## src/rtl/conv_pkg.sv

```systemverilog
// Overview of operation
// - Selections reach converter only while enabled.
// - Result right-justified, or left with left_adjust.
// - Low byte read locks updates until high read.
// - Done flag sets even when result discarded.
// - Start bit starts, stays set, clears at end.
// - Channel change waits for converter idle; free-running keeps old channel.
// - Trigger rising edge resets prescaler and starts.
// - Trigger level or edges during conversion ignored.
// - Own done flag as trigger runs free.
// - Start bit reads one during any conversion.
// - Prescaler held reset while enable low.
// - Software start waits next conversion clock edge.
// - Normal 15 cycles, first 26 cycles.
// - Sample 4 cycles in, first at 15.
// - Completion writes result unless locked, sets flag, clears start unless free-running.
// - Triggered: sample 4.5, total 15.5 cycles.
// - Free-running restarts at once, start stays set.
// - Gain active: settings change forces long conversion.
// - Selection buffer follows idle, locks during conversion.
// - Sleep with converter idle and auto-trigger off starts a conversion.
package conv_pkg;
   localparam logic [3:0] ADDR_CTRL_A   = 4'h0;
   localparam logic [3:0] ADDR_CTRL_B   = 4'h1;
   localparam logic [3:0] ADDR_CHAN     = 4'h2;
   localparam logic [3:0] ADDR_REF_GAIN = 4'h3;
   localparam logic [3:0] ADDR_RES_LOW  = 4'h4;
   localparam logic [3:0] ADDR_RES_HIGH = 4'h5;
   localparam logic [3:0] ADDR_POWER    = 4'h6;
   // Control A fields.
   localparam int BIT_ENABLE = 7;
   localparam int BIT_START  = 6;
   localparam int BIT_AUTO   = 5;
   localparam int BIT_FLAG   = 4;
   localparam int BIT_PRESCALE_LSB = 0;
   // Control B fields.
   localparam int BIT_LEFT_ADJ = 3;
   localparam int BIT_TRIG_LSB = 0;
   // Power register field.
   localparam int BIT_POWER_OFF = 0;
   localparam logic [7:0] RESET_BYTE = 8'h00;
   localparam logic [2:0] TRIG_SELF  = 3'h0;
   localparam int RESULT_W = 10;
   // Cycle counts are in conversion-clock half cycles so that 4.5 and 15.5 fit.
   localparam logic [5:0] HALF_NORMAL   = 6'h1e;
   localparam logic [5:0] HALF_FIRST    = 6'h34;
   localparam logic [5:0] HALF_AUTO     = 6'h1f;
   localparam logic [5:0] HALF_SH_NORM  = 6'h08;
   localparam logic [5:0] HALF_SH_FIRST = 6'h1e;
   localparam logic [5:0] HALF_SH_AUTO  = 6'h09;
   localparam logic [1:0] SYNC_CPU_CYCLES = 2'h2;
endpackage : conv_pkg

```

## src/rtl/sar_adc_sequencer.sv

```systemverilog
// The implementer's own choices: the register offsets and the address-and-strobe port.
`timescale 1ns/100ps
module sar_adc_sequencer (
   // Clock and reset.
   input  wire logic        clock,
   input  wire logic        rst,
   // Register port.
   input  wire logic [3:0]  addr,
   input  wire logic [7:0]  wdata,
   input  wire logic        wr,
   input  wire logic        rd,
   output      logic [7:0]  rdata,
   // Trigger sources, sleep state and gain flag.
   input  wire logic [7:0]  trig_sources,
   input  wire logic        cpu_sleep_quiet,
   input  wire logic        gain_active,
   // Analog core.
   input  wire logic [9:0]  sar_result,
   output      logic        analog_enable,
   output      logic [5:0]  analog_channel,
   output      logic [2:0]  analog_reference,
   output      logic        analog_sample,
   output      logic        analog_busy
);
   logic [7:0] ctrl_a_q;
   logic [7:0] ctrl_b_q;
   logic [7:0] chan_q;
   logic [7:0] refg_q;
   logic       power_off_q;
   logic [7:0] res_low_q;
   logic [7:0] res_high_q;
   logic       lock_q;
   logic       busy_q;
   logic       first_q;
   logic [5:0] half_q;
   logic [5:0] len_q;
   logic [5:0] sh_q;
   logic [7:0] presc_q;
   logic       cclk_q;
   logic       pend_q;
   logic       trig_q;
   logic [1:0] sync_q;
   logic       sleep_q;
   logic [8:0] sel_last_q;
   logic       conv_enable;
   logic       wr_a;
   logic       rd_low;
   logic       rd_high;
   logic [7:0] div_mask;
   logic       half_tick;
   logic       trig_now;
   logic       trig_edge;
   logic       finish;
   logic       restart;
   logic       sw_go;
   logic       sel_change;
   logic [9:0] res_raw;
   logic [15:0] res_word;
   logic [7:0] rd_mux;

   assign conv_enable = ctrl_a_q[conv_pkg::BIT_ENABLE] & ~power_off_q;
   assign wr_a        = wr && addr == conv_pkg::ADDR_CTRL_A;
   assign rd_low      = rd && addr == conv_pkg::ADDR_RES_LOW;
   assign rd_high     = rd && addr == conv_pkg::ADDR_RES_HIGH;
   // Divider by 2 to 256 for the conversion clock; one bit per half period.
   assign div_mask  = (8'h01 << ctrl_a_q[2:0]) - 8'h01;
   assign half_tick = conv_enable && ((presc_q & div_mask) == div_mask);
   assign trig_now  = trig_sources[ctrl_b_q[2:0]];
   assign trig_edge = ctrl_a_q[conv_pkg::BIT_AUTO] && trig_now && !trig_q
                      && ctrl_b_q[2:0] != conv_pkg::TRIG_SELF && !busy_q;
   assign finish    = busy_q && half_tick && half_q == len_q - 6'h01;
   assign restart   = finish && ctrl_a_q[conv_pkg::BIT_AUTO]
                      && ctrl_b_q[2:0] == conv_pkg::TRIG_SELF;
   assign sw_go     = pend_q && half_tick && cclk_q && !busy_q;
   assign sel_change = gain_active && {chan_q[5:0], refg_q[2:0]} != sel_last_q;
   assign res_raw   = sar_result;
   assign res_word  = ctrl_b_q[conv_pkg::BIT_LEFT_ADJ] ? {res_raw, 6'h00}
                                                        : {6'h00, res_raw};
   assign rd_mux = addr == conv_pkg::ADDR_CTRL_A   ? {ctrl_a_q[7], busy_q | pend_q | sync_q != 2'h0,
                                                      ctrl_a_q[5:0]} :
                   addr == conv_pkg::ADDR_CTRL_B   ? ctrl_b_q :
                   addr == conv_pkg::ADDR_CHAN     ? chan_q :
                   addr == conv_pkg::ADDR_REF_GAIN ? refg_q :
                   addr == conv_pkg::ADDR_RES_LOW  ? res_low_q :
                   addr == conv_pkg::ADDR_RES_HIGH ? res_high_q :
                   addr == conv_pkg::ADDR_POWER    ? {7'h00, power_off_q} : 8'h00;

   always_ff @(posedge clock) begin
      if (rst) begin
         ctrl_b_q    <= conv_pkg::RESET_BYTE;
         chan_q      <= conv_pkg::RESET_BYTE;
         refg_q      <= conv_pkg::RESET_BYTE;
         power_off_q <= 1'b0;
         rdata       <= 8'h00;
      end else begin
         rdata <= rd ? rd_mux : 8'h00;
         if (wr && addr == conv_pkg::ADDR_CTRL_B) ctrl_b_q <= wdata;
         if (wr && addr == conv_pkg::ADDR_CHAN) chan_q <= wdata;
         if (wr && addr == conv_pkg::ADDR_REF_GAIN) refg_q <= wdata;
         if (wr && addr == conv_pkg::ADDR_POWER) power_off_q <= wdata[conv_pkg::BIT_POWER_OFF];
      end
   end

   // Control A: flag set wins over the write-one clear.
   always_ff @(posedge clock) begin
      if (rst) begin
         ctrl_a_q <= conv_pkg::RESET_BYTE;
      end else begin
         if (wr_a) begin
            ctrl_a_q[7]   <= wdata[7];
            ctrl_a_q[5]   <= wdata[5];
            ctrl_a_q[3:0] <= wdata[3:0];
         end
         ctrl_a_q[6] <= 1'b0;
         if (finish) begin
            ctrl_a_q[conv_pkg::BIT_FLAG] <= 1'b1;
         end else if (wr_a && wdata[conv_pkg::BIT_FLAG]) begin
            ctrl_a_q[conv_pkg::BIT_FLAG] <= 1'b0;
         end
      end
   end

   // Prescaler is cleared while disabled and at a triggered start, two cycles after the accepted edge.
   always_ff @(posedge clock) begin
      if (rst || !conv_enable || sync_q == 2'h1) begin
         presc_q <= 8'h00;
         cclk_q  <= 1'b0;
      end else begin
         presc_q <= presc_q + 8'h01;
         if (half_tick) cclk_q <= ~cclk_q;
      end
   end

   always_ff @(posedge clock) begin
      if (rst) begin
         trig_q  <= 1'b0;
         sync_q  <= 2'h0;
         sleep_q <= 1'b0;
         pend_q  <= 1'b0;
      end else begin
         trig_q  <= trig_now;
         sleep_q <= cpu_sleep_quiet;
         // Two CPU cycles pass between the edge and the conversion start.
         if (trig_edge && conv_enable) sync_q <= conv_pkg::SYNC_CPU_CYCLES;
         else if (sync_q != 2'h0) sync_q <= sync_q - 2'h1;
         if (!conv_enable || sw_go) pend_q <= 1'b0;
         else if ((wr_a && wdata[conv_pkg::BIT_START])
                  || (cpu_sleep_quiet && !sleep_q && !busy_q
                      && !ctrl_a_q[conv_pkg::BIT_AUTO])) pend_q <= 1'b1;
      end
   end

   // Conversion timing in half conversion-clock periods.
   always_ff @(posedge clock) begin
      if (rst || !conv_enable) begin
         busy_q     <= 1'b0;
         first_q    <= 1'b1;
         half_q     <= 6'h00;
         len_q      <= conv_pkg::HALF_NORMAL;
         sh_q       <= conv_pkg::HALF_SH_NORM;
         sel_last_q <= 9'h000;
      end else if (sw_go || sync_q == 2'h1 || restart) begin
         busy_q     <= 1'b1;
         half_q     <= 6'h00;
         first_q    <= 1'b0;
         sel_last_q <= {chan_q[5:0], refg_q[2:0]};
         if (first_q || sel_change) begin
            len_q <= conv_pkg::HALF_FIRST;
            sh_q  <= conv_pkg::HALF_SH_FIRST;
         end else if (sync_q == 2'h1) begin
            len_q <= conv_pkg::HALF_AUTO;
            sh_q  <= conv_pkg::HALF_SH_AUTO;
         end else begin
            len_q <= conv_pkg::HALF_NORMAL;
            sh_q  <= conv_pkg::HALF_SH_NORM;
         end
      end else if (finish) begin
         busy_q <= 1'b0;
      end else if (busy_q && half_tick) begin
         half_q <= half_q + 6'h01;
      end
   end

   // Result bytes and the read lock between low and high byte reads.
   always_ff @(posedge clock) begin
      if (rst) begin
         res_low_q  <= 8'h00;
         res_high_q <= 8'h00;
         lock_q     <= 1'b0;
      end else begin
         if (rd_high) lock_q <= 1'b0;
         else if (rd_low) lock_q <= 1'b1;
         if (finish && !lock_q) begin
            res_low_q  <= res_word[7:0];
            res_high_q <= res_word[15:8];
         end
      end
   end

   // Selections are frozen during a conversion and only driven while enabled.
   always_ff @(posedge clock) begin
      if (rst) begin
         analog_enable    <= 1'b0;
         analog_channel   <= 6'h00;
         analog_reference <= 3'h0;
         analog_sample    <= 1'b0;
         analog_busy      <= 1'b0;
      end else begin
         analog_enable <= conv_enable;
         analog_busy   <= busy_q;
         analog_sample <= busy_q && half_tick && half_q == sh_q - 6'h01;
         if (conv_enable && !busy_q && !sw_go && sync_q == 2'h0) begin
            analog_channel   <= chan_q[5:0];
            analog_reference <= refg_q[2:0];
         end
      end
   end

   AST_FLAG_ON_FINISH: assert property (@(posedge clock) disable iff (rst)
      finish |=> ctrl_a_q[conv_pkg::BIT_FLAG]) else $error("flag not set");
   AST_LOCK_HOLDS: assert property (@(posedge clock) disable iff (rst)
      (finish && lock_q) |=> $stable(res_low_q) && $stable(res_high_q))
      else $error("result updated under lock");
   AST_START_READS: assert property (@(posedge clock) disable iff (rst)
      busy_q |-> rd_mux[6] || addr != conv_pkg::ADDR_CTRL_A)
      else $error("start bit low during conversion");
   AST_PRESC_HELD: assert property (@(posedge clock) disable iff (rst)
      !conv_enable |=> presc_q == 8'h00) else $error("prescaler ran");
   AST_CHAN_FROZEN: assert property (@(posedge clock) disable iff (rst)
      (busy_q && $past(busy_q)) |-> $stable(analog_channel))
      else $error("channel changed mid conversion");
   AST_FREE_RUN: assert property (@(posedge clock) disable iff (rst)
      restart |=> busy_q) else $error("no restart");
   AST_NO_TRIG_BUSY: assert property (@(posedge clock) disable iff (rst)
      busy_q |-> !trig_edge) else $error("edge accepted while busy");
   AST_SYNC_START: assert property (@(posedge clock) disable iff (rst)
      (trig_edge && conv_enable) |-> ##3 busy_q) else $error("trigger start late");
   AST_SW_DONE: assert property (@(posedge clock) disable iff (rst)
      (finish && !restart) |=> !busy_q) else $error("busy after end");
   COV_SINGLE: cover property (@(posedge clock) sw_go ##[1:1000] finish);
   COV_TRIGGER: cover property (@(posedge clock) trig_edge);
   COV_LOCK_LOSS: cover property (@(posedge clock) finish && lock_q);
endmodule : sar_adc_sequencer

```

## config.mk

```make
export PLATFORM = sky130hd
export DESIGN_NAME = sar_adc_sequencer
export DESIGN_NICKNAME = d
export VERILOG_FILES = /design/src/rtl/conv_pkg.sv /design/src/rtl/sar_adc_sequencer.sv
export SDC_FILE = /design/constraint.sdc
export NUM_CORES = 1
export LEC_CHECK = 0
export BUFFER_PORTS_ARGS = -buffer_cell sky130_fd_sc_hd__buf_2
export CORE_MARGIN = 4
export CORE_UTILIZATION = 28
export CTS_BUF_LIST = sky130_fd_sc_hd__clkbuf_4 sky130_fd_sc_hd__clkbuf_8
export DETAILED_ROUTE_END_ITERATION = 7
export RECOVER_POWER = 25
export SYNTH_ARGS = -nofsm -noshare
export SYNTH_HDL_FRONTEND = slang
export SYNTH_SLANG_ARGS = --single-unit
```

## constraint.sdc

```tcl
create_clock -name clock -period 4.1 [get_ports clock]
set_input_delay 0.82 -clock clock [delete_from_list [all_inputs] [get_ports clock]]
set_output_delay 0.82 -clock clock [all_outputs]
set_load 0.01 [all_outputs]
```

* Word-level counts from Yosys, hierarchy flattened
Index checks and enable logic that the tools add are counted.
** Word-level totals
- Register bits :: 112
- Word-level logic and storage cells :: 134
- Output and inout port bits :: 20
** Operators by class
- Bitwise logic cells :: 8
- Add/sub/neg operators :: 6
- Shifts and indexed selects :: 1
- Equality and inequality tests :: 11
- Magnitude comparators :: 1
- Reductions and logical operators :: 59
- Mux-type cells :: 20
** Operators with widths (count)
- 8-bit two-way mux :: 6
- 1-bit logical AND :: 31
- 16-bit two-way mux :: 1
- 4-bit by 3-bit == test with 1-bit output (second input constant) :: 3
- 6-bit == test :: 2
- 6-bit by 1-bit subtractor with 6-bit output (second input constant) :: 2
- 2-bit OR reduction :: 5
- 9-bit != test :: 1
- 8-bit by 1-bit adder with 8-bit output (second input constant) :: 1
- 8-bit bitwise AND :: 1
- 4-bit by 2-bit == test with 1-bit output (second input constant) :: 2
- 8-bit == test :: 1
- 1-bit two-way mux :: 8
- 2-bit nonzero test :: 4
- 1-bit by 3-bit << shifter with 8-bit output (first input constant) :: 1
- 8-bit by 1-bit subtractor with 8-bit output (second input constant) :: 1
- 1-bit logical NOT :: 7
- 1-bit logical OR :: 7
- 6-bit by 1-bit adder with 6-bit output (second input constant) :: 1
- 6-bit two-way mux :: 1
- 5-bit two-way mux :: 1
- 4-bit by 1-bit == test with 1-bit output (second input constant) :: 1
- 4-bit logical NOT :: 1
- 3-bit by 4-bit < comparator with 1-bit output (second input constant) :: 1
- other kinds (11) :: 16

* Depth between registers and ports, before layout
- Depth in word-level cells :: 11
- Depth in mapped cells :: 10

* Worst setup path before layout
OpenSTA, ideal clock, no wires.
- Kind :: input-to-reg
- From :: input port addr[2]
- To :: register chan_q[0]
- Data arrival time :: 2248 ps
- Stages on the path :: 7
- Path slack :: 1724 ps
- Buffers on the path :: 3
- Cell sequence :: clkbuf_1 -> or3b_1 -> buf_2 -> or3b_1 -> buf_2 -> mux2i_1 -> nor2_1
** Between the ends
- Word-level cells in the longest chain between the ends :: 2
** RTL lines
- start, declared :: RTL line sar_adc_sequencer.sv:8 : input wire logic [3:0] addr,
- 4-bit by 2-bit == test with 1-bit output :: RTL line sar_adc_sequencer.sv:98 : if (wr && addr == conv_pkg::ADDR_CHAN) chan_q <= wdata;
- 1-bit logical AND :: RTL line sar_adc_sequencer.sv:98
- end signal, assigned :: RTL line sar_adc_sequencer.sv:91 : chan_q <= conv_pkg::RESET_BYTE;
- end signal, assigned :: RTL line sar_adc_sequencer.sv:98
- end, declared :: RTL line sar_adc_sequencer.sv:27 : logic [7:0] chan_q;
No other way between the ends.
A chain may end at the register's enable or synchronous reset.

* Worst setup path in the final report
- From :: register len_q[0]
- To :: register res_high_q[4]
** Between the ends
- Word-level cells in the longest chain between the ends :: 4
** RTL lines
- start, declared :: RTL line sar_adc_sequencer.sv:36 : logic [5:0] len_q;
- start signal, assigned :: RTL line sar_adc_sequencer.sv:159 : len_q <= conv_pkg::HALF_NORMAL;
- start signal, assigned :: RTL line sar_adc_sequencer.sv:168 : len_q <= conv_pkg::HALF_FIRST;
- start signal, assigned :: RTL line sar_adc_sequencer.sv:171 : len_q <= conv_pkg::HALF_AUTO;
- 6-bit by 1-bit subtractor with 6-bit output :: RTL line sar_adc_sequencer.sv:71 : assign finish = busy_q && half_tick && half_q == len_q - 6'h01;
- 6-bit == test :: RTL line sar_adc_sequencer.sv:71
- 1-bit logical AND :: RTL line sar_adc_sequencer.sv:71
- 1-bit logical AND :: RTL line sar_adc_sequencer.sv:193 : if (finish && !lock_q) begin
- end signal, assigned :: RTL line sar_adc_sequencer.sv:195 : res_high_q <= res_word[15:8];
- end, declared :: RTL line sar_adc_sequencer.sv:31 : logic [7:0] res_high_q;
No other way between the ends.

==> qor.yml <==
sta:
  fmax_mhz: 386
  finClkSkew_ns: 0.0165
  finalMaxSlewViolations: 0
  rsz0062_at_grt: "no"
  setup_viol: 0
  layout_setup_ws_ns: 1.51
  period_minus_slack_ns: 2.59
  finalCritPeriodShare_pct: 63.2
  hold_viol: 0
  fin_setup_tns_ns: 0
  worst_pin_slew_ns: 1.03
  max_slew_margin_pct: 30.9
  hold_ws_ns: 0.449
synth:
  async_flop_share_pct: 0
  syn_avg_cell_area_um2: 8.87
  synth_seq_cells: 102
  netlist_area_um2: 4670
  ys_warn_count: 0
  yosysUniqueCellTypes: 56
  post-synth-top-area-cell: "dfxtp_1"
  synthTopCellsByArea: "dfxtp_1 44%, mux2i_1 9.4%, a21oi_1 5.2%"
  ys_seq_area_share_pct: 43.7
  synth_edf_count: 0
  syn-num-nets: 568
  synth.top_cell.area_share_pct: 43.7
  syn_inst: 527
  synth_ff_type: "dfxtp_1"
critical_path:
  cp-end-kind: "flip-flop"
  rrSetupSlack_ns: 1.51
  crit_path_max_incr_delay_ns: 0.79
  r2r-start: "len_q[0]$_SDFFE_PP0P_"
  cp_slowest_cell: "nor4b_4"
  cp_num_buf_inv: 1
  crit_fanout: 16
  crit_family: "simple AND/OR/NAND/NOR gates"
  critPathArrivalTime_ns: 2.91
  crit_required_ns: 4.41
  r2r-end: "res_high_q[4]$_SDFFE_PP0P_"
  start_kind: "flip-flop"
  critPathKind: "flip-flop to flip-flop"
  path_cells: "inv_1 -> ha_1 -> xor2_1 -> nand4_2 -> nor2_4 -> nor4b_4 -> nand3_1 -> a21oi_1"
  crit_start: "len_q[0]$_SDFFE_PP0P_"
  r2r_cells: 8
power_and_ir_drop:
  vdd_ir_drop_max_uv: 187
  p_comb_share_pct: 5.5
  power.internal_mw: 1.39
  p_total_mw: 1.81
  p_per_area_nw_per_um2: 343
  switchingPower_mw: 0.419
  leakagePower_nw: 1.89
  clkPwrFrac_pct: 39.1
  sw_frac_of_total_pct: 23.1
  seq_power_share_pct: 55.3
cts:
  post-cts-setup-buffers: 0
  clockBufferDepth: 2
  path_clk_slew_ns: 0.10
  ctsHoldBuffers: 0
  htree_levels: 3
  insertion_delay_ns: 0.38
  cts_buffers: 9
  root_buffer: "clkbuf_8"
  cts_tree: "built"
  cts_sinks: 102
  cts_resized: 0
placed_design:
  place_area_um2: 5080
  post-dp-hpwl_mm: 8.26
  dp.cells: 767
  gp_congestion: 0.832
  pre_cts_ws_ns: 1.46
  portBuffers: 55
cells_and_area:
  final_area_um2: 5270
  area_delta_synth_final_pct: 12.9
  final_layout_size_suffix_gt1_share_pct: 11.5
  nets: 603
  fin_util_pct: 32.7
  mostFrequentLayoutCells: "102 x dfxtp_1, 59 x nand2_1, 57 x nor2_1"
  final_cells: 783
  num_antenna_cells: 0
  layout_commonest_cell: "dfxtp_1"
floorplan:
  die_area_um2: 18800
  coreArea_um2: 16100
  fp-row-count: 46
  die_w_um: 137
  die_h_um: 137
  ios: 56
  start_util_pct: 29.0
job:
  drv_cap: 0
detailed_routing:
  drt_iter0_drc: 250
  drt-pass1-iter-count: 4
  via_count: 3709
  drc_errors: 0
  routed_wl_mm: 11.7
  routedWlPerCell_um: 14.9
  ant_nets: 0
  viasPerCell: 4.74
global_routing:
  met1_usage_pct: 17.8
  grt_pass1_wl_mm: 18.5
  use_met3_pct: 2.26
  use_met2_pct: 19.6
  grt_use_total_pct: 12.6
  grt-ovfl-total: 0
  grt_antenna_before_repair: 0
  grt_start_max_net_pins: 75
  top_usage_layer: "met2"
  grt_pass1_vias: 3466
outcome:
  outcome: "complete, no violations"
worst_hold_path:
  hold_path.class: "flip-flop to flip-flop"
  hold_end: "first_q$_SDFFE_PP1P_"
  min-delay-start: "first_q$_SDFFE_PP1P_"
  worstHoldPathCells: 2
-- power groups by stage --
stage	combinational (mW)	sequential (mW)	clock, mW
floorplan	0.0599	1.02	0
global placement	0.101	1.03	0
detailed placement	0.101	1.03	0
CTS	0.102	1.00	0.727
global route	0.111	1.00	0.760
finish	0.100	1.00	0.709
-- how the worst max path moves through the flow --
| stage | depth (start not counted) | slack [ns] | end |
|---|---|---|---|
| 2_1_floorplan | 7 | 1.72 | chan_q[0]$_SDFFE_PP0P_ |
| 3_3_place_gp | 5 | 1.50 | chan_q[5]$_SDFFE_PP0P_ |
| 3_5_place_dp | 5 | 1.46 | chan_q[2]$_SDFFE_PP0P_ |
| 4_1_cts | 8 | 1.45 | res_high_q[3]$_SDFFE_PP0P_ |
| 5_1_grt | 7 | 1.19 | half_q[4]$_SDFFE_PP0P_ |
| 6_report | 8 | 1.51 | res_high_q[4]$_SDFFE_PP0P_ |
-- flip-flops by register name (all words and copies together), names as in the netlist, 2 cells and up --
register and count:
analog_channel 6, analog_reference 3, chan_q 8, ctrl_a_q 7, ctrl_b_q 8, half_q 6
len_q 2, presc_q 7, rdata 8, refg_q 8, res_high_q 8, res_low_q 8
sel_last_q 9, sync_q 2
-- cell families (layout without fill, tap and decap cells) --
kind of cell,Yosys count,in the layout,synth area share [%]
AND/OR/NAND/NOR,211,211,22.7
XOR/XNOR,29,29,5.43
multiplexers,50,50,11.4
buffers and inverters,45,85,4.36
flip-flops,102,102,43.7
AO/OA/AOI/OAI,85,85,11.1
adder cells (fa/ha/maj),5,5,1.34
-- per-layer routing --
layer  wire length (µm)  vias up
li1                   -     1888
met4                168        0
met1               5630     1744
met3                482       13
met2               5380       64
met5                  0        -
-- worst min-delay path: cells and delay by family (launching register included) --
family | cells | cell delay [ns]
flops | 1 | 0.32
simple gates | 2 | 0.09
-- cell usage after synthesis (all sizes together) (6+ instances only) --
master	n
dfxtp	102
nand2	59
nor2	59
a21oi	49
mux2i	44
nand3	25
nand2b	22
clkbuf	19
xor2	16
buf	15
xnor2	13
o21ai	12
inv	11
nor4	7
nand3b	6
o32ai	6
-- final cells by class --
| type | count | area [µm²] |
|---|---|---|
| Inverter | 11 | 41.3 |
| Tap cell | 216 | 270 |
| Multi-Input combinational cell | 380 | 2430 |
| Fill cell | 1777 | 10800 |
| Clock inverter | 6 | 85.1 |
| Clock buffer | 10 | 138 |
| Sequential cell | 102 | 2040 |
| Timing Repair Buffer | 58 | 270 |
Note: power is estimated with default switching activity, not from simulation.
